===== src/can_cmd_pkg.sv =====
package can_cmd_pkg;
    // Frame identifier layout
    localparam logic [10:0] SYNC_PATTERN = 11'h555;
    localparam int          CMD_LSB      = 5;
    localparam int          ADDR_BITS    = 5;
    // Command codes
    localparam logic [5:0] CMD_SEQ_WRITE   = 6'h00;
    localparam logic [5:0] CMD_SEL_WRITE   = 6'h01;
    localparam logic [5:0] CMD_FB_EXIT     = 6'h03;
    localparam logic [5:0] CMD_START       = 6'h04;
    localparam logic [5:0] CMD_OFF         = 6'h05;
    localparam logic [5:0] CMD_FB_REFRESH  = 6'h06;
    localparam logic [5:0] CMD_TRIM_SEL    = 6'h07;
    localparam logic [5:0] CMD_DUTY_A      = 6'h08;
    localparam logic [5:0] CMD_DUTY_B      = 6'h09;
    localparam logic [5:0] CMD_DUTY_C      = 6'h0a;
    localparam logic [5:0] CMD_DUTY_PAIR   = 6'h0c;
    localparam logic [5:0] CMD_DIAG_TRIG   = 6'h0d;
    localparam logic [5:0] CMD_NVM_WRITE   = 6'h0e;
    localparam logic [5:0] CMD_SEQ_READ    = 6'h10;
    localparam logic [5:0] CMD_SEL_READ    = 6'h11;
    localparam logic [5:0] CMD_DIAG_READ   = 6'h12;
    localparam logic [5:0] CMD_FD_SEQ_READ = 6'h13;
    localparam logic [5:0] CMD_FD_SEL_READ = 6'h14;
    localparam logic [5:0] CMD_FEEDBACK    = 6'h15;
    localparam logic [5:0] CMD_BC_FIRST    = 6'h20;
    localparam logic [5:0] CMD_BC_TRIM     = 6'h22;
    localparam logic [5:0] CMD_BC_EXIT     = 6'h26;
    // Fallback exit field steps, bits 6:4 of each exit byte
    localparam logic [2:0] EXIT_STEP1 = 3'b001;
    localparam logic [2:0] EXIT_STEP2 = 3'b010;
    localparam logic [2:0] EXIT_STEP3 = 3'b100;
    // Register map and reset values
    localparam logic [7:0] REG_CTRL     = 8'h00;
    localparam logic [7:0] REG_STATUS   = 8'h04;
    localparam logic [7:0] REG_TRIM     = 8'h08;
    localparam logic [7:0] REG_COUNT    = 8'h0c;
    localparam logic [7:0] CTRL_RESET   = 8'h00;
    localparam logic [1:0] RESP_OKAY    = 2'b00;
    localparam logic [1:0] RESP_SLVERR  = 2'b10;
endpackage


===== src/check_if.sv =====
`timescale 1ns/1ps
`default_nettype none
interface check_if;
    logic [5:0] cmd;
    logic       fd;
    logic [3:0] len;
    logic [7:0] first_data_byte;
    logic [7:0] key;
    logic       fallback_mode;
    logic       direct_variant;
    logic       nvm_locked;
    logic       nvm_cfg;
    logic       ok;
    modport top (output cmd, fd, len, first_data_byte, key, fallback_mode,
                 output direct_variant, nvm_locked, nvm_cfg, input ok);
    modport chk (input cmd, fd, len, first_data_byte, key, fallback_mode,
                 input direct_variant, nvm_locked, nvm_cfg, output ok);
endinterface
`default_nettype wire


===== src/can_command_decoder.sv =====
// Register access over AXI4-Lite and the register offsets were decided locally.
`timescale 1ns/1ps
`default_nettype none
// What this block does
// - Commands arrive with extended identifier only
// - Base identifier must be 10101010101
// - Decode command and five-bit device address
// - Retrim sampling clock on every sync frame
// - First payload byte is most significant
// - Consecutive write lengths, counts, fallback reject
// - Selective write lengths, counts, fallback reject
// - Selective fallback exit: three bytes, always
// - Start and off: two bytes, not fallback
// - Watchdog refresh: one byte, always valid
// - Direct duty writes: direct, classic, eight
// - Paired duty broadcast: direct, FD, fourteen
// - Memory write: four bytes, key, unlocked
// - Classic reads: one, or one to eight
// - FD reads: lengths and register counts
// - Feedback smart only; diagnosis always valid
// - Codes 2, 11, 15 are invalid
// - Fallback allows only fallback control writes
// - Broadcast 38 exits fallback for all
module can_command_decoder
    import can_cmd_pkg::*;
#(
    parameter int         ADDR_W  = 8,
    parameter logic [7:0] NVM_KEY = 8'ha5
) (
    input  wire logic              aclk,
    input  wire logic              aresetn,
    input  wire logic [ADDR_W-1:0] s_axi_awaddr,
    input  wire logic              s_axi_awvalid,
    output logic                   s_axi_awready,
    input  wire logic [31:0]       s_axi_wdata,
    input  wire logic [3:0]        s_axi_wstrb,
    input  wire logic              s_axi_wvalid,
    output logic                   s_axi_wready,
    output logic [1:0]             s_axi_bresp,
    output logic                   s_axi_bvalid,
    input  wire logic              s_axi_bready,
    input  wire logic [ADDR_W-1:0] s_axi_araddr,
    input  wire logic              s_axi_arvalid,
    output logic                   s_axi_arready,
    output logic [31:0]            s_axi_rdata,
    output logic [1:0]             s_axi_rresp,
    output logic                   s_axi_rvalid,
    input  wire logic              s_axi_rready,
    input  wire logic              frame_valid,
    input  wire logic              frame_ide,
    input  wire logic              frame_fd,
    input  wire logic [10:0]       frame_std_id,
    input  wire logic [17:0]       frame_ext_id,
    input  wire logic [3:0]        frame_len,
    input  wire logic [119:0]      frame_data,
    input  wire logic [15:0]       frame_sync_span,
    input  wire logic              fallback_enter,
    output logic                   exec_valid,
    output logic [5:0]             exec_cmd,
    output logic                   exec_broadcast,
    output logic [3:0]             exec_len,
    output logic [119:0]           exec_data,
    output logic                   reject_valid,
    output logic                   fallback_mode,
    output logic [15:0]            trim_code
);
    check_if chk_bus ();

    logic [7:0]   ctrl;
    logic         pend;
    logic [5:0]   cur_cmd;
    logic [4:0]   cur_addr;
    logic         cur_fd;
    logic [3:0]   cur_len;
    logic [119:0] cur_data;
    logic         sync_ok;
    logic         addressed;
    logic         accept_now;
    logic         exit_fields;
    logic         exit_fire;
    logic [15:0]  accept_count;
    logic [15:0]  reject_count;
    logic         aw_held;
    logic         w_held;
    logic [7:0]   aw_addr;
    logic [31:0]  w_data;
    logic [3:0]   w_strb;
    logic [31:0]  next_rdata;

    // ****************************************************************
    // Frame intake and clock trimming
    // ****************************************************************

    // Only extended frames carrying the sync pattern are commands
    assign sync_ok = frame_valid && frame_ide && frame_std_id == SYNC_PATTERN;

    // Capture the header fields; reserved bits 17:11 are ignored
    always_ff @(posedge aclk) begin
        if (!aresetn) begin
            pend     <= 1'b0;
            cur_cmd  <= 6'h00;
            cur_addr <= 5'h00;
            cur_fd   <= 1'b0;
            cur_len  <= 4'h0;
            cur_data <= '0;
        end else begin
            pend <= sync_ok;
            if (sync_ok) begin
                cur_cmd  <= frame_ext_id[CMD_LSB+5:CMD_LSB];
                cur_addr <= frame_ext_id[ADDR_BITS-1:0];
                cur_fd   <= frame_fd;
                cur_len  <= frame_len;
                cur_data <= frame_data;
            end
        end
    end

    // Every synchronising frame retrims, whatever its address
    always_ff @(posedge aclk) begin
        if (!aresetn) begin
            trim_code <= 16'h0000;
        end else if (sync_ok) begin
            trim_code <= frame_sync_span;
        end
    end

    // ****************************************************************
    // Validation
    // ****************************************************************

    // Byte 0 sits in the top lane, so it is the most significant
    assign chk_bus.cmd             = cur_cmd;
    assign chk_bus.fd              = cur_fd;
    assign chk_bus.len             = cur_len;
    assign chk_bus.first_data_byte = cur_data[119:112];
    assign chk_bus.key             = cur_data[119:112];
    assign chk_bus.fallback_mode   = fallback_mode;
    assign chk_bus.direct_variant  = ctrl[5];
    assign chk_bus.nvm_locked      = ctrl[6];
    assign chk_bus.nvm_cfg         = ctrl[7];

    cmd_validator #(
        .NVM_KEY (NVM_KEY)
    ) u_validator (
        .chk (chk_bus)
    );

    // Broadcast codes and the paired duty write ignore the address
    assign addressed = cur_cmd >= CMD_BC_FIRST || cur_cmd == CMD_DUTY_PAIR || cur_addr == ctrl[4:0];
    assign accept_now = pend && addressed && chk_bus.ok;

    // Exit needs the three steps in bytes 0, 1, 2
    assign exit_fields = cur_data[118:116] == EXIT_STEP1 && cur_data[110:108] == EXIT_STEP2
                         && cur_data[102:100] == EXIT_STEP3;
    assign exit_fire = accept_now && exit_fields && (cur_cmd == CMD_FB_EXIT || cur_cmd == CMD_BC_EXIT);

    // ****************************************************************
    // Command issue and fallback state
    // ****************************************************************

    // Accepted frames are issued; other sync frames only pulse reject
    always_ff @(posedge aclk) begin
        if (!aresetn) begin
            exec_valid     <= 1'b0;
            reject_valid   <= 1'b0;
            exec_cmd       <= 6'h00;
            exec_broadcast <= 1'b0;
            exec_len       <= 4'h0;
            exec_data      <= '0;
        end else begin
            exec_valid   <= accept_now;
            reject_valid <= pend && !accept_now;
            if (accept_now) begin
                exec_cmd       <= cur_cmd;
                exec_broadcast <= cur_cmd >= CMD_BC_FIRST || cur_cmd == CMD_DUTY_PAIR;
                exec_len       <= cur_len;
                exec_data      <= cur_data;
            end
        end
    end

    // Entry wins over a coincident exit
    always_ff @(posedge aclk) begin
        if (!aresetn) begin
            fallback_mode <= 1'b0;
        end else if (fallback_enter) begin
            fallback_mode <= 1'b1;
        end else if (exit_fire) begin
            fallback_mode <= 1'b0;
        end
    end

    // Frame statistics
    always_ff @(posedge aclk) begin
        if (!aresetn) begin
            accept_count <= 16'h0000;
            reject_count <= 16'h0000;
        end else begin
            if (accept_now) begin
                accept_count <= accept_count + 16'h0001;
            end
            if (pend && !accept_now) begin
                reject_count <= reject_count + 16'h0001;
            end
        end
    end

    // ****************************************************************
    // Register bus slave
    // ****************************************************************

    assign s_axi_awready = !aw_held && !s_axi_bvalid;
    assign s_axi_wready  = !w_held && !s_axi_bvalid;
    assign s_axi_arready = !s_axi_rvalid;

    // Address and data are held until both have arrived
    always_ff @(posedge aclk) begin
        if (!aresetn) begin
            aw_held <= 1'b0;
            w_held  <= 1'b0;
            aw_addr <= 8'h00;
            w_data  <= 32'h0000_0000;
            w_strb  <= 4'h0;
        end else if (aw_held && w_held) begin
            aw_held <= 1'b0;
            w_held  <= 1'b0;
        end else begin
            if (s_axi_awvalid && s_axi_awready) begin
                aw_held <= 1'b1;
                aw_addr <= 8'(s_axi_awaddr);
            end
            if (s_axi_wvalid && s_axi_wready) begin
                w_held <= 1'b1;
                w_data <= s_axi_wdata;
                w_strb <= s_axi_wstrb;
            end
        end
    end

    // Control register: address, variant, lock, config mode
    always_ff @(posedge aclk) begin
        if (!aresetn) begin
            ctrl <= CTRL_RESET;
        end else if (aw_held && w_held && aw_addr == REG_CTRL && w_strb[0]) begin
            ctrl <= w_data[7:0];
        end
    end

    // Write response; unmapped offsets answer SLVERR
    always_ff @(posedge aclk) begin
        if (!aresetn) begin
            s_axi_bvalid <= 1'b0;
            s_axi_bresp  <= RESP_OKAY;
        end else if (aw_held && w_held) begin
            s_axi_bvalid <= 1'b1;
            s_axi_bresp  <= (aw_addr <= REG_COUNT && aw_addr[1:0] == 2'b00) ? RESP_OKAY : RESP_SLVERR;
        end else if (s_axi_bready) begin
            s_axi_bvalid <= 1'b0;
        end
    end

    // Read mux
    always_comb begin
        next_rdata = 32'h0000_0000;
        case (8'(s_axi_araddr))
            REG_CTRL:   next_rdata = {24'h000000, ctrl};
            REG_STATUS: next_rdata = {16'h0000, 2'b00, exec_cmd, 7'h00, fallback_mode};
            REG_TRIM:   next_rdata = {16'h0000, trim_code};
            REG_COUNT:  next_rdata = {reject_count, accept_count};
            default:    next_rdata = 32'h0000_0000;
        endcase
    end

    // Read answer one cycle after the address is taken
    always_ff @(posedge aclk) begin
        if (!aresetn) begin
            s_axi_rvalid <= 1'b0;
            s_axi_rdata  <= 32'h0000_0000;
            s_axi_rresp  <= RESP_OKAY;
        end else if (s_axi_arvalid && s_axi_arready) begin
            s_axi_rvalid <= 1'b1;
            s_axi_rdata  <= next_rdata;
            s_axi_rresp  <= (8'(s_axi_araddr) <= REG_COUNT && s_axi_araddr[1:0] == 2'b00)
                            ? RESP_OKAY : RESP_SLVERR;
        end else if (s_axi_rready) begin
            s_axi_rvalid <= 1'b0;
        end
    end

    // ****************************************************************
    // Checks
    // ****************************************************************

    property p_sync_only;
        @(posedge aclk) disable iff (!aresetn)
        frame_valid && (!frame_ide || frame_std_id != SYNC_PATTERN) |=> !pend;
    endproperty
    a_sync_only: assert property (p_sync_only) else $error("non-sync frame taken");

    property p_trim;
        @(posedge aclk) disable iff (!aresetn)
        sync_ok |=> trim_code == $past(frame_sync_span);
    endproperty
    a_trim: assert property (p_trim) else $error("trim not updated");

    property p_cmd_field;
        @(posedge aclk) disable iff (!aresetn)
        sync_ok ##1 accept_now |=> exec_valid && exec_cmd == $past(frame_ext_id[10:5], 2);
    endproperty
    a_cmd_field: assert property (p_cmd_field) else $error("command field wrong");

    property p_msb_first;
        @(posedge aclk) disable iff (!aresetn)
        sync_ok ##1 accept_now |=> exec_data[119:112] == $past(frame_data[119:112], 2);
    endproperty
    a_msb_first: assert property (p_msb_first) else $error("byte order wrong");

    property p_no_write_fb;
        @(posedge aclk) disable iff (!aresetn)
        pend && fallback_mode && (cur_cmd == CMD_SEQ_WRITE || cur_cmd == CMD_SEL_WRITE) |=> reject_valid;
    endproperty
    a_no_write_fb: assert property (p_no_write_fb) else $error("write in fallback");

    property p_wrong_addr;
        @(posedge aclk) disable iff (!aresetn)
        pend && cur_cmd < CMD_DUTY_PAIR && cur_addr != ctrl[4:0] |=> !exec_valid && reject_valid;
    endproperty
    a_wrong_addr: assert property (p_wrong_addr) else $error("foreign frame issued");

    property p_undefined;
        @(posedge aclk) disable iff (!aresetn)
        pend && (cur_cmd == 6'h02 || cur_cmd == 6'h0b || cur_cmd == 6'h0f) |=> reject_valid;
    endproperty
    a_undefined: assert property (p_undefined) else $error("undefined code issued");

    property p_duty;
        @(posedge aclk) disable iff (!aresetn)
        exec_valid && exec_cmd >= CMD_DUTY_A && exec_cmd <= CMD_DUTY_C |-> exec_len == 4'd8 && $past(ctrl[5]);
    endproperty
    a_duty: assert property (p_duty) else $error("duty write bad");

    property p_refresh;
        @(posedge aclk) disable iff (!aresetn)
        pend && cur_cmd == CMD_FB_REFRESH && cur_len == 4'd1 && addressed |=> exec_valid;
    endproperty
    a_refresh: assert property (p_refresh) else $error("refresh dropped");

    property p_bc_exit;
        @(posedge aclk) disable iff (!aresetn)
        pend && cur_cmd == CMD_BC_EXIT && cur_len == 4'd3 && exit_fields && !fallback_enter |=> !fallback_mode;
    endproperty
    a_bc_exit: assert property (p_bc_exit) else $error("broadcast exit ignored");
endmodule
`default_nettype wire


===== src/cmd_validator.sv =====
`timescale 1ns/1ps
`default_nettype none
module cmd_validator
    import can_cmd_pkg::*;
#(
    parameter logic [7:0] NVM_KEY = 8'ha5
) (
    check_if.chk chk
);
    logic [8:0] len9;
    logic [8:0] pairs_len;
    logic [8:0] count_len;
    logic       fb;
    logic       no_regs;

    // Length arithmetic for count-carrying frames
    assign len9      = {5'h00, chk.len};
    assign pairs_len = {chk.first_data_byte, 1'b1};
    assign count_len = {1'b0, chk.first_data_byte};
    assign fb        = chk.fallback_mode;
    assign no_regs   = (chk.first_data_byte == 8'h00);

    // Per-command length, link, variant and condition table
    always_comb begin
        chk.ok = 1'b0;
        case (chk.cmd)
            CMD_SEQ_WRITE: begin
                if (chk.fd) begin
                    chk.ok = !fb && chk.len >= 4'd3 && !no_regs && len9 == count_len + 9'd2;
                end else begin
                    chk.ok = !fb && chk.len >= 4'd2 && chk.len <= 4'd8;
                end
            end
            CMD_SEL_WRITE: begin
                if (chk.fd) begin
                    chk.ok = !fb && chk.len >= 4'd3 && !no_regs && len9 == pairs_len;
                end else begin
                    chk.ok = !fb && chk.len >= 4'd2 && chk.len <= 4'd8 && !chk.len[0];
                end
            end
            CMD_FB_EXIT, CMD_BC_EXIT: chk.ok = (chk.len == 4'd3);
            CMD_START, CMD_OFF:       chk.ok = !fb && chk.len == 4'd2;
            CMD_FB_REFRESH:           chk.ok = (chk.len == 4'd1);
            CMD_TRIM_SEL, CMD_BC_TRIM, CMD_DIAG_TRIG, CMD_DIAG_READ: begin
                chk.ok = (chk.len == 4'd0);
            end
            CMD_DUTY_A, CMD_DUTY_B, CMD_DUTY_C: begin
                chk.ok = chk.direct_variant && !chk.fd && chk.len == 4'd8 && !fb;
            end
            CMD_DUTY_PAIR: chk.ok = chk.direct_variant && chk.fd && chk.len == 4'd14 && !fb;
            CMD_NVM_WRITE: begin
                chk.ok = chk.len == 4'd4 && !fb && !chk.nvm_locked && chk.nvm_cfg && chk.key == NVM_KEY;
            end
            CMD_SEQ_READ:    chk.ok = !chk.fd && chk.len == 4'd1;
            CMD_SEL_READ:    chk.ok = !chk.fd && chk.len >= 4'd1 && chk.len <= 4'd8;
            CMD_FD_SEQ_READ: chk.ok = chk.fd && chk.len == 4'd2 && !no_regs;
            CMD_FD_SEL_READ: chk.ok = chk.fd && chk.len >= 4'd2 && !no_regs && len9 == count_len + 9'd1;
            CMD_FEEDBACK:    chk.ok = !chk.direct_variant && chk.len == 4'd0;
            default:         chk.ok = 1'b0;
        endcase
    end
endmodule
`default_nettype wire


===== config.mk =====
export PLATFORM = sky130hd
export DESIGN_NAME = can_command_decoder
export DESIGN_NICKNAME = d
export VERILOG_FILES = /design/src/can_cmd_pkg.sv /design/src/check_if.sv /design/src/can_command_decoder.sv /design/src/cmd_validator.sv
export SDC_FILE = /design/constraint.sdc
export NUM_CORES = 1
export LEC_CHECK = 0
export BUFFER_PORTS_ARGS = -buffer_cell sky130_fd_sc_hd__buf_2
export CORE_MARGIN = 10
export CORE_UTILIZATION = 40
export CTS_BUF_LIST = sky130_fd_sc_hd__clkbuf_4 sky130_fd_sc_hd__clkbuf_8
export CTS_CLUSTER_DIAMETER = 120
export DETAILED_ROUTE_END_ITERATION = 12
export SYNTH_ARGS = -nofsm -noshare
export SYNTH_HDL_FRONTEND = slang
export SYNTH_SLANG_ARGS = --single-unit

===== constraint.sdc =====
create_clock -name aclk -period 5.45 [get_ports aclk]
set_input_delay 0.8175 -clock aclk [delete_from_list [all_inputs] [get_ports aclk]]
set_output_delay 0.8175 -clock aclk [all_outputs]
set_load 0.005 [all_outputs]

==> flow_metrics.py, run 1 <==
metrics = {
    "placement": {
        "dp_hpwl_mm": 32.47,
        "placed_cell_area_um2": 17110,
        "globalplace.congestion": 0.8519,
        "placement.io_buffers": 386,
        "placed_cells_incl_taps": 2512,
    },
    "final_layout": {
        "drive_above_1_share": 0.2449,
        "filler_cell_count": 3693,
        "layout.nets": 2302,
        "final_area_um2": 18460,
        "final-instance-count-excl-fill": 2619,
        "syn_to_final_growth_pct": 22.54,
    },
    "sta": {
        "finalClockSkew_ns": 0.01892,
        "tns_ns": 0,
        "period_needed_ns": 3.595,
        "share_of_the_clock_period_used_by_the_worst_path": 0.6596,
        "rsz0062_at_grt": "no",
        "final-max-slew-violation-count": 0,
        "max_clock_freq_ghz": 0.2782,
        "slew_headroom": 0.3151,
        "tightestPinTransition_ns": 1.027,
        "final-setup-viol-count": 0,
        "hold_ws_ns": 0.3446,
        "report.final.hold_viol_count": 0,
    },
    "power": {
        "seq_power_share": 0.496,
        "cell_internal_pwr_w": 0.004430,
        "total_leakage_power_nw": 7.209,
        "power.net_switching_w": 0.001246,
        "power.density_cell_area_nw_per_um2": 307.5,
        "switching_share": 0.2195,
        "comb_power_share": 0.032,
        "vdd_ir_drop_max_v": 0.0002588,
        "power.share.clock": 0.472,
    },
    "worst_setup_path": {
        "crit_required_ns": 5.95,
        "crit_path_max_cell_delay_ns": 0.53,
        "critical_path_class": "reg -> reg",
        "crit_path_top_delay_cell": "dfxtp_1",
        "kind_of_cell_adding_the_most_delay_to_the_critical_path": "simple AND/OR/NAND/NOR gates",
        "timing.critical_path.to_type": "flop",
        "crit_path_cell_trace": "ha_1, nand3b_1, a221oi_1, a31oi_1, or4_1, nand4_1, o21a_4, buf_12, mux2i_1, nor2_1",
        "cp_startpoint": "cur_data[114]$_SDFFE_PN0P_",
        "worst_setup_path_start_kind": "flop",
        "worstPathMaxFanout": 77,
        "worstReg2RegStart": "cur_data[114]$_SDFFE_PN0P_",
        "cp.arrival_ns": 4.10,
        "critPathBufInv": 1,
    },
    "clocking": {
        "clk_pin_slew_worst_paths_ns": 0.06,
        "number_of_clock_buffers_inserted_by_tritoncts": 61,
        "cts_hold_buf": 0,
        "htree_num_levels": 2,
        "cts_repair_resize_count": 0,
        "clock_tree.buffer_depth": 3,
        "clock-sinks": 382,
        "clock_latency_at_the_later_pin_of_the_worst_skew_pair_ns": 0.66,
        "cts-root-buf": "clkbuf_8",
        "cts_tree": "yes",
        "post-cts-setup-buffers": 0,
    },
    "run": {
        "drv_cap": 0,
    },
    "global_route": {
        "first_global_vias": 12730,
        "antenna_violations_before_repair": 9,
        "grt_start_max_net_pins": 177,
        "track_usage": 0.1941,
        "grt_pass1_wl_mm": 72.64,
        "grt_remaining_overflow": 0,
    },
    "synth": {
        "seq_cells_post_synth": 382,
        "largest_area_contributor_in_the_netlist": "dfxtp_1",
        "synth_enable_flop_cells": 0,
        "postSynthCellCount": 1741,
        "yosys.cell_types.count": 63,
        "ys_seq_area_frac": 0.5076,
        "yosysWarningCount": 0,
        "area_share_of_the_leading_cell_type_in_the_synthesized_netlist": 0.5076,
        "synth_area_leaders": "dfxtp_1 51%, mux2i_1 10%, nand2_1 9.5%, a21oi_1 6.8%, nor2_1 4.9%",
        "synthArstFlopShare": 0,
        "post_synth.cell_area_avg_um2": 8.653,
        "synth_commonest_cells": "383 x nand2_1, 382 x dfxtp_1, 204 x a21oi_1",
        "yosys.cell_count.top_type": "nand2_1",
        "netlist_area_um2": 15060,
        "postSynth.topFlopCell": "dfxtp_1",
    },
    "floorplanning": {
        "ioPinCount": 423,
        "design.core.area_um2": 37400,
        "dieWidth_um": 214.1,
        "die_area_um2": 45820,
        "core.rowCount": 71,
        "floorplan.die.height_um": 214.1,
        "floorplan.initialDensity": 0.4028,
    },
    "route": {
        "dr.pass1.iters": 6,
        "wire_per_inst_um": 17.87,
        "vias_per_cell": 5.013,
        "via_count": 13130,
        "first_iter_violations": 733,
        "wirelength_mm": 46.81,
        "detailed_route_drc_error_count": 0,
        "drt.antenna.violating_nets": 0,
    },
    "worst_hold_path": {
        "min_from": "s_axi_rready",
        "hold_class": "in -> reg",
    },
    "status": {
        "run_status": "completed",
    },
}
## flip-flops by register name (all words and copies together), names as in the netlist, 4 cells and up
name and flops:
exec_len 4, ctrl 8, w_data 8, chk_bus.len 4, aw_addr 8, exec_cmd 6, exec_data 120, cur_data 120
cur_addr 5, reject_count 16, accept_count 16, chk_bus.cmd 6, trim_code 16, s_axi_rdata 32
## power groups by stage
stage	combinational [W]	clock [W]	sequential, W
CTS	0.000182	0.00277	0.00281
detailed placement	0.000181	0	0.00288
finish	0.000181	0.00268	0.00281
global route	0.000199	0.00289	0.00281
global placement	0.000180	0	0.00288
floorplan	0.0000810	0	0.00287
## kinds of logic (layout without fill, tap and decap cells)
| group | after synthesis | in the layout | synth area share |
|---|---|---|---|
| other | 1 | 3 | 0.0002489 |
| xor gates and xnor gates | 20 | 20 | 0.01163 |
| and+or+nand+nor | 712 | 712 | 0.2026 |
| muxes | 157 | 157 | 0.1056 |
| DFF | 382 | 382 | 0.5076 |
| buffers and inverters | 147 | 512 | 0.04701 |
| adders and majority gates | 6 | 6 | 0.004983 |
| AOI/OAI and AO/OA | 316 | 316 | 0.1203 |
## per-layer routing
metal	routed length, µm	part of all wire	track usage
met5	107	0.0023	0
met4	1051	0.022	0.06311
met1	20150	0.43	0.2370
met2	21410	0.46	0.3084
met3	4085	0.087	0.07504
## cell type report
cell class,count,area [µm²],area share
sequential,382,7647,0.4143
multi-input combinational,1213,6725,0.3643
timing repair buffer,394,2042,0.1106
clock buffer,94,1169,0.06330
tap,511,639.4,0.03463
clock inverter,12,182.7,0.009896
inverter,12,52.55,0.002847
antenna,1,2.502,0.0001356
## through the flow
step                      power [W]  worst slack [ns]    util
after floorplan            0.002954             2.653       -
after global placement     0.003055             1.966  0.4574
after detailed placement   0.003057             1.942  0.4574
after CTS                  0.005766             1.885  0.4935
after global routing       0.005898             1.546  0.4935
final                      0.005677             1.855  0.4936
## placed cells by master (no fill, tap or decap), drive strengths merged, types with 5 or more instances in the layout
master,netlist,layout
inv,12,14
a22oi,30,30
mux2,6,6
clkbuf,99,94
or3,17,17
nor2,195,195
nand2,383,383
o21ai,32,32
nand3,16,16
nand4b,5,5
nand2b,13,13
xnor2,12,12
and3,11,11
a211oi,6,6
nor4,5,5
o31ai,10,10
xor2,8,8
a21oi,204,204
nor2b,6,6
nand4,10,10
and2,7,7
nor3,16,16
ha,6,6
dfxtp,382,382
or4,10,10
a22o,6,6
mux2i,150,150
buf,36,394
## path summary, 6_finish.rpt
path	depth (start not counted)	slack [ns]	endpoint
worst max-delay path	10	1.86	exec_data[32]$_SDFFE_PN0P_
worst min-delay path	2	0.34	s_axi_rvalid$_SDFFE_PN0P_
worst max register to register	10	1.86	exec_data[32]$_SDFFE_PN0P_
worst min register to register	2	0.45	cur_data[75]$_SDFFE_PN0P_
No activity file was read; power rests on OpenSTA's default activity.
==> run 2, diff against run 1 <==
- clock period: 5.45 -> 3.38 ns (I/O delays scaled with it)
==> run 2 against run 1 <==
Compared with the run above:
- non-clock buffer count increased by 24
- critical path type unchanged
- clock skew increased by 0.011 ns
- largest cell class unchanged
- sequential share of layout area decreased by 0.66 points
- largest power group unchanged
- die area unchanged
==> flow_metrics.py, run 2 (synthesis results as in run 1) <==
metrics = {
    "status": {
        "run_status": "completed",
    },
    "final_layout": {
        "multiInputGateArea_um2": 6733,
        "seqCellArea_um2": 7650,
        "layout.nets": 2331,
        "filler_cell_count": 3646,
        "largest_registers": "cur_data: 120 flops, exec_data: 120 flops, s_axi_rdata: 32 flops",
        "layout.cells.most_common": "buf_2",
        "drive_above_1_share": 0.2581,
        "syn_to_final_growth_pct": 24.56,
        "final_area_um2": 18760,
        "layout_common_cells": "386 x buf_2, 383 x nand2_1, 380 x dfxtp_1",
    },
    "power": {
        "cell_internal_pwr_w": 0.007199,
        "power.share.clock": 0.476,
        "power.density_cell_area_nw_per_um2": 492.2,
        "power.net_switching_w": 0.002037,
        "comb_power_share": 0.033,
        "total_leakage_power_nw": 7.378,
        "switching_share": 0.2205,
        "seq_power_share": 0.491,
        "vdd_ir_drop_max_v": 0.0003298,
    },
    "sta": {
        "tns_ns": 0,
        "share_of_the_clock_period_used_by_the_worst_path": 0.9350,
        "rsz0062_at_grt": "no",
        "period_needed_ns": 3.160,
        "report.final.hold_viol_count": 0,
        "slew_headroom": 0.3518,
        "max_clock_freq_ghz": 0.3164,
        "tightestPinTransition_ns": 0.9687,
        "final-max-slew-violation-count": 0,
        "final-setup-viol-count": 0,
        "finalClockSkew_ns": 0.03004,
    },
    "route": {
        "drt.antenna.violating_nets": 0,
        "detailed_route_drc_error_count": 0,
        "vias_per_cell": 4.983,
        "dr.pass1.iters": 6,
        "first_iter_violations": 839,
        "wirelength_mm": 47.27,
        "via_count": 13220,
        "wire_per_inst_um": 17.83,
    },
    "placement": {
        "dp_hpwl_mm": 33.67,
        "placed_cell_area_um2": 17350,
        "placement.io_buffers": 386,
        "globalplace.congestion": 0.8490,
    },
    "clocking": {
        "htree_num_levels": 3,
        "cts_hold_buf": 0,
        "number_of_clock_buffers_inserted_by_tritoncts": 66,
        "clock-sinks": 382,
        "cts-root-buf": "clkbuf_8",
        "cts_repair_resize_count": 0,
        "post-cts-setup-buffers": 0,
        "clk_pin_slew_worst_paths_ns": 0.06,
        "clock_tree.buffer_depth": 3,
        "clock_latency_at_the_later_pin_of_the_worst_skew_pair_ns": 0.60,
        "cts_tree": "yes",
    },
    "floorplanning": {
        "dieWidth_um": 214.1,
        "floorplan.initialDensity": 0.4028,
        "core.rowCount": 71,
        "floorplan.die.height_um": 214.1,
        "design.core.area_um2": 37400,
        "ioPinCount": 423,
        "die_area_um2": 45820,
    },
    "worst_setup_path": {
        "critical_path_class": "reg -> reg",
        "timing.reg2reg.worst_path_depth": 10,
        "worstPathMaxFanout": 41,
        "reg2reg_to": "exec_data[78]$_SDFFE_PN0P_",
        "cp.arrival_ns": 3.60,
        "timing.critical_path.to_type": "flop",
        "worst_setup_path_start_kind": "flop",
        "worstReg2RegStart": "chk_bus.len[3]$_SDFFE_PN0P_",
        "crit_required_ns": 3.82,
        "worst-r2r-setup-slack_ns": 0.22,
    },
    "worst_hold_path": {
        "min_to": "s_axi_rvalid$_SDFFE_PN0P_",
        "holdPathStages": 2,
        "min_from": "s_axi_rready",
        "hold_class": "in -> reg",
    },
    "global_route": {
        "antenna_violations_before_repair": 8,
        "first_global_vias": 12670,
        "grt_remaining_overflow": 0,
        "grt_start_max_net_pins": 110,
        "track_usage": 0.1956,
        "grt_pass1_wl_mm": 73.06,
    },
    "run": {
        "drv_cap": 0,
    },
}
run 2: cell types whose count changed in the layout (fill, tap and decap cells not counted), sizes merged:
cell | previous run | this run
buf | 394 | 418
clkbuf | 94 | 106
bufinv | 4 | 1
inv | 14 | 12
clkinvlp | 2 | 3
diode | 1 | 2
run 2: power by group through the flow:
stage	combinational, W	clock, W	sequential (W)
detailed placement	0.000301	0	0.00464
CTS	0.000303	0.00453	0.00454
global route	0.000329	0.00475	0.00454
finish	0.000301	0.00440	0.00454
global placement	0.000301	0	0.00464
floorplan	0.000131	0	0.00463
run 2: area by class of cell:
class                   instances  share of cell area
flip-flops and latches        382              0.4077
clock buffers                 106             0.07075
multi-input cells            1213              0.3588
clock inverters                 8            0.003867
repair buffers                418              0.1218
inverters                      12            0.002801
well taps                     511             0.03407
diodes                          2           0.0002667
run 2: metrics by stage:
stage	power (W)	cells	util	hold WS, ns	setup slack (ns)
after CTS	0.009373	2650	0.5013	0.06437	0.08467
final	0.009236	2652	0.5017	0.1186	0.2196
after global placement	0.004937	2536	0.4639	0.4415	0.1970
after detailed placement	0.004938	2536	0.4639	0.4463	0.1256
after floorplan	0.004763	1742	-	0.4360	0.5833
after global routing	0.009616	2651	0.5017	0.09318	0.03384
run 2: metal layers:
layer / global-route usage / vias to the layer above / part of all wire
met3: 0.07080 / 60 / 0.083
li1: - / 6593 / -
met1: 0.2430 / 6164 / 0.44
met4: 0.05531 / 12 / 0.015
met2: 0.3131 / 386 / 0.47
met5: 0 / - / 0.0013
run 2: worst max-delay path by stage:
| stage | startpoint | end | slack (ns) | cells after the start |
|---|---|---|---|---|
| floorplan | cur_data[112]$_SDFFE_PN0P_ | exec_data[117]$_SDFFE_PN0P_ | 0.58 | 14 |
| global placement | cur_data[113]$_SDFFE_PN0P_ | exec_data[72]$_SDFFE_PN0P_ | 0.20 | 11 |
| detailed placement | cur_data[113]$_SDFFE_PN0P_ | exec_data[95]$_SDFFE_PN0P_ | 0.13 | 11 |
| CTS | cur_data[113]$_SDFFE_PN0P_ | exec_data[78]$_SDFFE_PN0P_ | 0.08 | 11 |
| global route | chk_bus.len[3]$_SDFFE_PN0P_ | exec_data[75]$_SDFFE_PN0P_ | 0.03 | 10 |
| finish | chk_bus.len[3]$_SDFFE_PN0P_ | exec_data[78]$_SDFFE_PN0P_ | 0.22 | 10 |
run 2: worst max-delay path, stage by stage (launching register included):
cell      delay, ns
dfxtp_1        0.61
o21ba_2        0.22
a221oi_1       0.31
a31oi_1        0.08
or4_1          0.52
nand4_1        0.19
o21a_4         0.18
buf_12         0.27
buf_4          0.30
mux2i_1        0.22
nor2_1         0.05
==> run 3, diff against run 2 <==
- CORE_ASPECT_RATIO: unset -> 0.9
==> run 3 against run 2 <==
Compared with the run above:
- first-iteration DRC count decreased by 1.7%
- final cell count rose by 0.23%
- sequential cell count did not move
- largest cell class unchanged
==> flow_metrics.py, run 3 (synthesis results as in run 1) <==
metrics = {
    "status": {
        "run_status": "completed",
    },
    "route": {
        "vias_per_cell": 5.043,
        "drt.antenna.violating_nets": 0,
        "dr.pass1.iters": 6,
        "detailed_route_drc_error_count": 0,
        "wirelength_mm": 47.00,
        "via_count": 13410,
        "first_iter_violations": 825,
        "wire_per_inst_um": 17.68,
    },
    "clocking": {
        "cts_repair_resize_count": 0,
        "htree_num_levels": 3,
        "clock_tree.buffer_depth": 3,
        "clk_pin_slew_worst_paths_ns": 0.06,
        "cts_tree": "yes",
        "clock_latency_at_the_later_pin_of_the_worst_skew_pair_ns": 0.62,
        "cts-root-buf": "clkbuf_8",
        "cts_hold_buf": 0,
        "clock-sinks": 382,
        "post-cts-setup-buffers": 0,
        "number_of_clock_buffers_inserted_by_tritoncts": 66,
    },
    "worst_setup_path": {
        "worstReg2RegStart": "chk_bus.len[3]$_SDFFE_PN0P_",
        "worstPathMaxFanout": 19,
        "timing.critical_path.to_type": "flop",
        "reg2reg_to": "reject_count[9]$_SDFFE_PN0P_",
        "cp.arrival_ns": 3.62,
        "crit_path_max_cell_delay_ns": 0.58,
        "crit_path_cell_trace": "nor4b_1, a32oi_1, o22ai_1, a2111oi_2, o31ai_1, buf_4, o21a_4, buf_12, buf_4, or4_1, a21oi_1",
        "critical_path_class": "reg -> reg",
        "cp_startpoint": "chk_bus.len[3]$_SDFFE_PN0P_",
        "crit_required_ns": 3.91,
        "worst-r2r-setup-slack_ns": 0.29,
        "timing.critical_path.mode_cell": "buf_4",
        "worst_setup_path_start_kind": "flop",
        "timing.reg2reg.worst_path_depth": 11,
        "crit_path_top_delay_cell": "dfxtp_1",
        "endpoint": "reject_count[9]$_SDFFE_PN0P_",
    },
    "sta": {
        "period_needed_ns": 3.092,
        "max_clock_freq_ghz": 0.3234,
        "tightestPinTransition_ns": 0.9681,
        "final-max-slew-violation-count": 0,
        "rsz0062_at_grt": "no",
        "tns_ns": 0,
        "report.final.hold_viol_count": 0,
        "layout_setup_ws_ns": 0.2882,
        "slew_headroom": 0.3522,
        "share_of_the_clock_period_used_by_the_worst_path": 0.9147,
        "final-setup-viol-count": 0,
        "finalClockSkew_ns": 0.03391,
    },
    "final_layout": {
        "layout.cells.most_common": "buf_2",
        "largest_registers": "cur_data: 120 flops, exec_data: 120 flops, s_axi_rdata: 32 flops",
        "seqCellArea_um2": 7649,
        "filler_cell_count": 3610,
        "layout.nets": 2356,
        "drive_above_1_share": 0.2658,
        "layout_common_cells": "386 x buf_2, 383 x nand2_1, 381 x dfxtp_1",
        "syn_to_final_growth_pct": 26.15,
        "multiInputGateArea_um2": 6723,
        "final-instance-count-excl-fill": 2658,
    },
    "worst_hold_path": {
        "hold_class": "in -> reg",
        "holdPathStages": 2,
    },
    "global_route": {
        "grt_pass1_wl_mm": 72.65,
        "antenna_violations_before_repair": 12,
        "first_global_vias": 13190,
        "grt_remaining_overflow": 0,
        "grt_start_max_net_pins": 154,
        "track_usage": 0.1978,
    },
    "floorplanning": {
        "core.rowCount": 67,
        "design.core.area_um2": 37220,
        "die_area_um2": 45830,
        "dieWidth_um": 224.6,
        "floorplan.die.height_um": 204.1,
        "floorplan.initialDensity": 0.4047,
        "ioPinCount": 423,
    },
    "run": {
        "drv_cap": 0,
    },
    "placement": {
        "globalplace.congestion": 0.8760,
        "placed_cells_incl_taps": 2533,
        "placement.io_buffers": 386,
        "dp_worst_setup_slack_ns": 0.2871,
        "dp_hpwl_mm": 33.38,
    },
    "power": {
        "vdd_ir_drop_max_v": 0.0003211,
        "power.density_cell_area_nw_per_um2": 491.7,
        "total_leakage_power_nw": 7.549,
    },
}
[run 3: critical path, delay by kind of cell (launching register included)]
family / cells / cell delay, ns
AO/OA/AOI/OAI: 6 / 1.24
buffers and inverters: 3 / 0.52
AND/OR/NAND/NOR: 2 / 0.65
flip-flops: 1 / 0.58
[run 3: how the worst min path moves through the flow]
stage | startpoint | to | slack [ns]
finish | s_axi_rready | s_axi_rvalid$_SDFFE_PN0P_ | 0.09
global route | s_axi_rready | s_axi_rvalid$_SDFFE_PN0P_ | 0.04
detailed placement | cur_data[51]$_SDFFE_PN0P_ | cur_data[51]$_SDFFE_PN0P_ | 0.45
global placement | cur_data[3]$_SDFFE_PN0P_ | cur_data[3]$_SDFFE_PN0P_ | 0.44
CTS | s_axi_rready | s_axi_rvalid$_SDFFE_PN0P_ | 0.04
floorplan | cur_data[0]$_SDFFE_PN0P_ | cur_data[0]$_SDFFE_PN0P_ | 0.44
[run 3: metrics by stage]
stage               area, µm²    util  hold slack (ns)  power [W]
detailed placement      17560  0.4718           0.4461   0.004939
global placement        17560  0.4718           0.4408   0.004935
finish                  19000  0.5106          0.08711   0.009343
global route            18990  0.5102          0.04370   0.009709
CTS                     18980  0.5100          0.03598   0.009474
floorplan               15070       -           0.4360   0.004763
[run 3: cell type report]
type                            instances  share of cell area
Inverter                               12            0.002765
Clock buffer                          102             0.06630
Antenna cell                            8            0.001053
Timing Repair Buffer                  443              0.1334
Clock inverter                         15            0.008428
Tap cell                              483             0.03180
Sequential cell                       382              0.4025
Multi-Input combinational cell       1213              0.3538
[run 3: power breakdown]
part	switching (W)	leakage [nW]	internal [W]
sequential	0.0000143	3.08	0.00452
combinational	0.000177	3.71	0.000126
clock	0.00195	0.757	0.00255
[run 3: per-layer routing]
metal	vias up	global-route usage	wire, µm
met1	6237	0.2420	20250
met2	409	0.3053	21020
met5	-	0	77
li1	6655	-	-
met4	12	0.06479	1129
met3	92	0.08822	4530
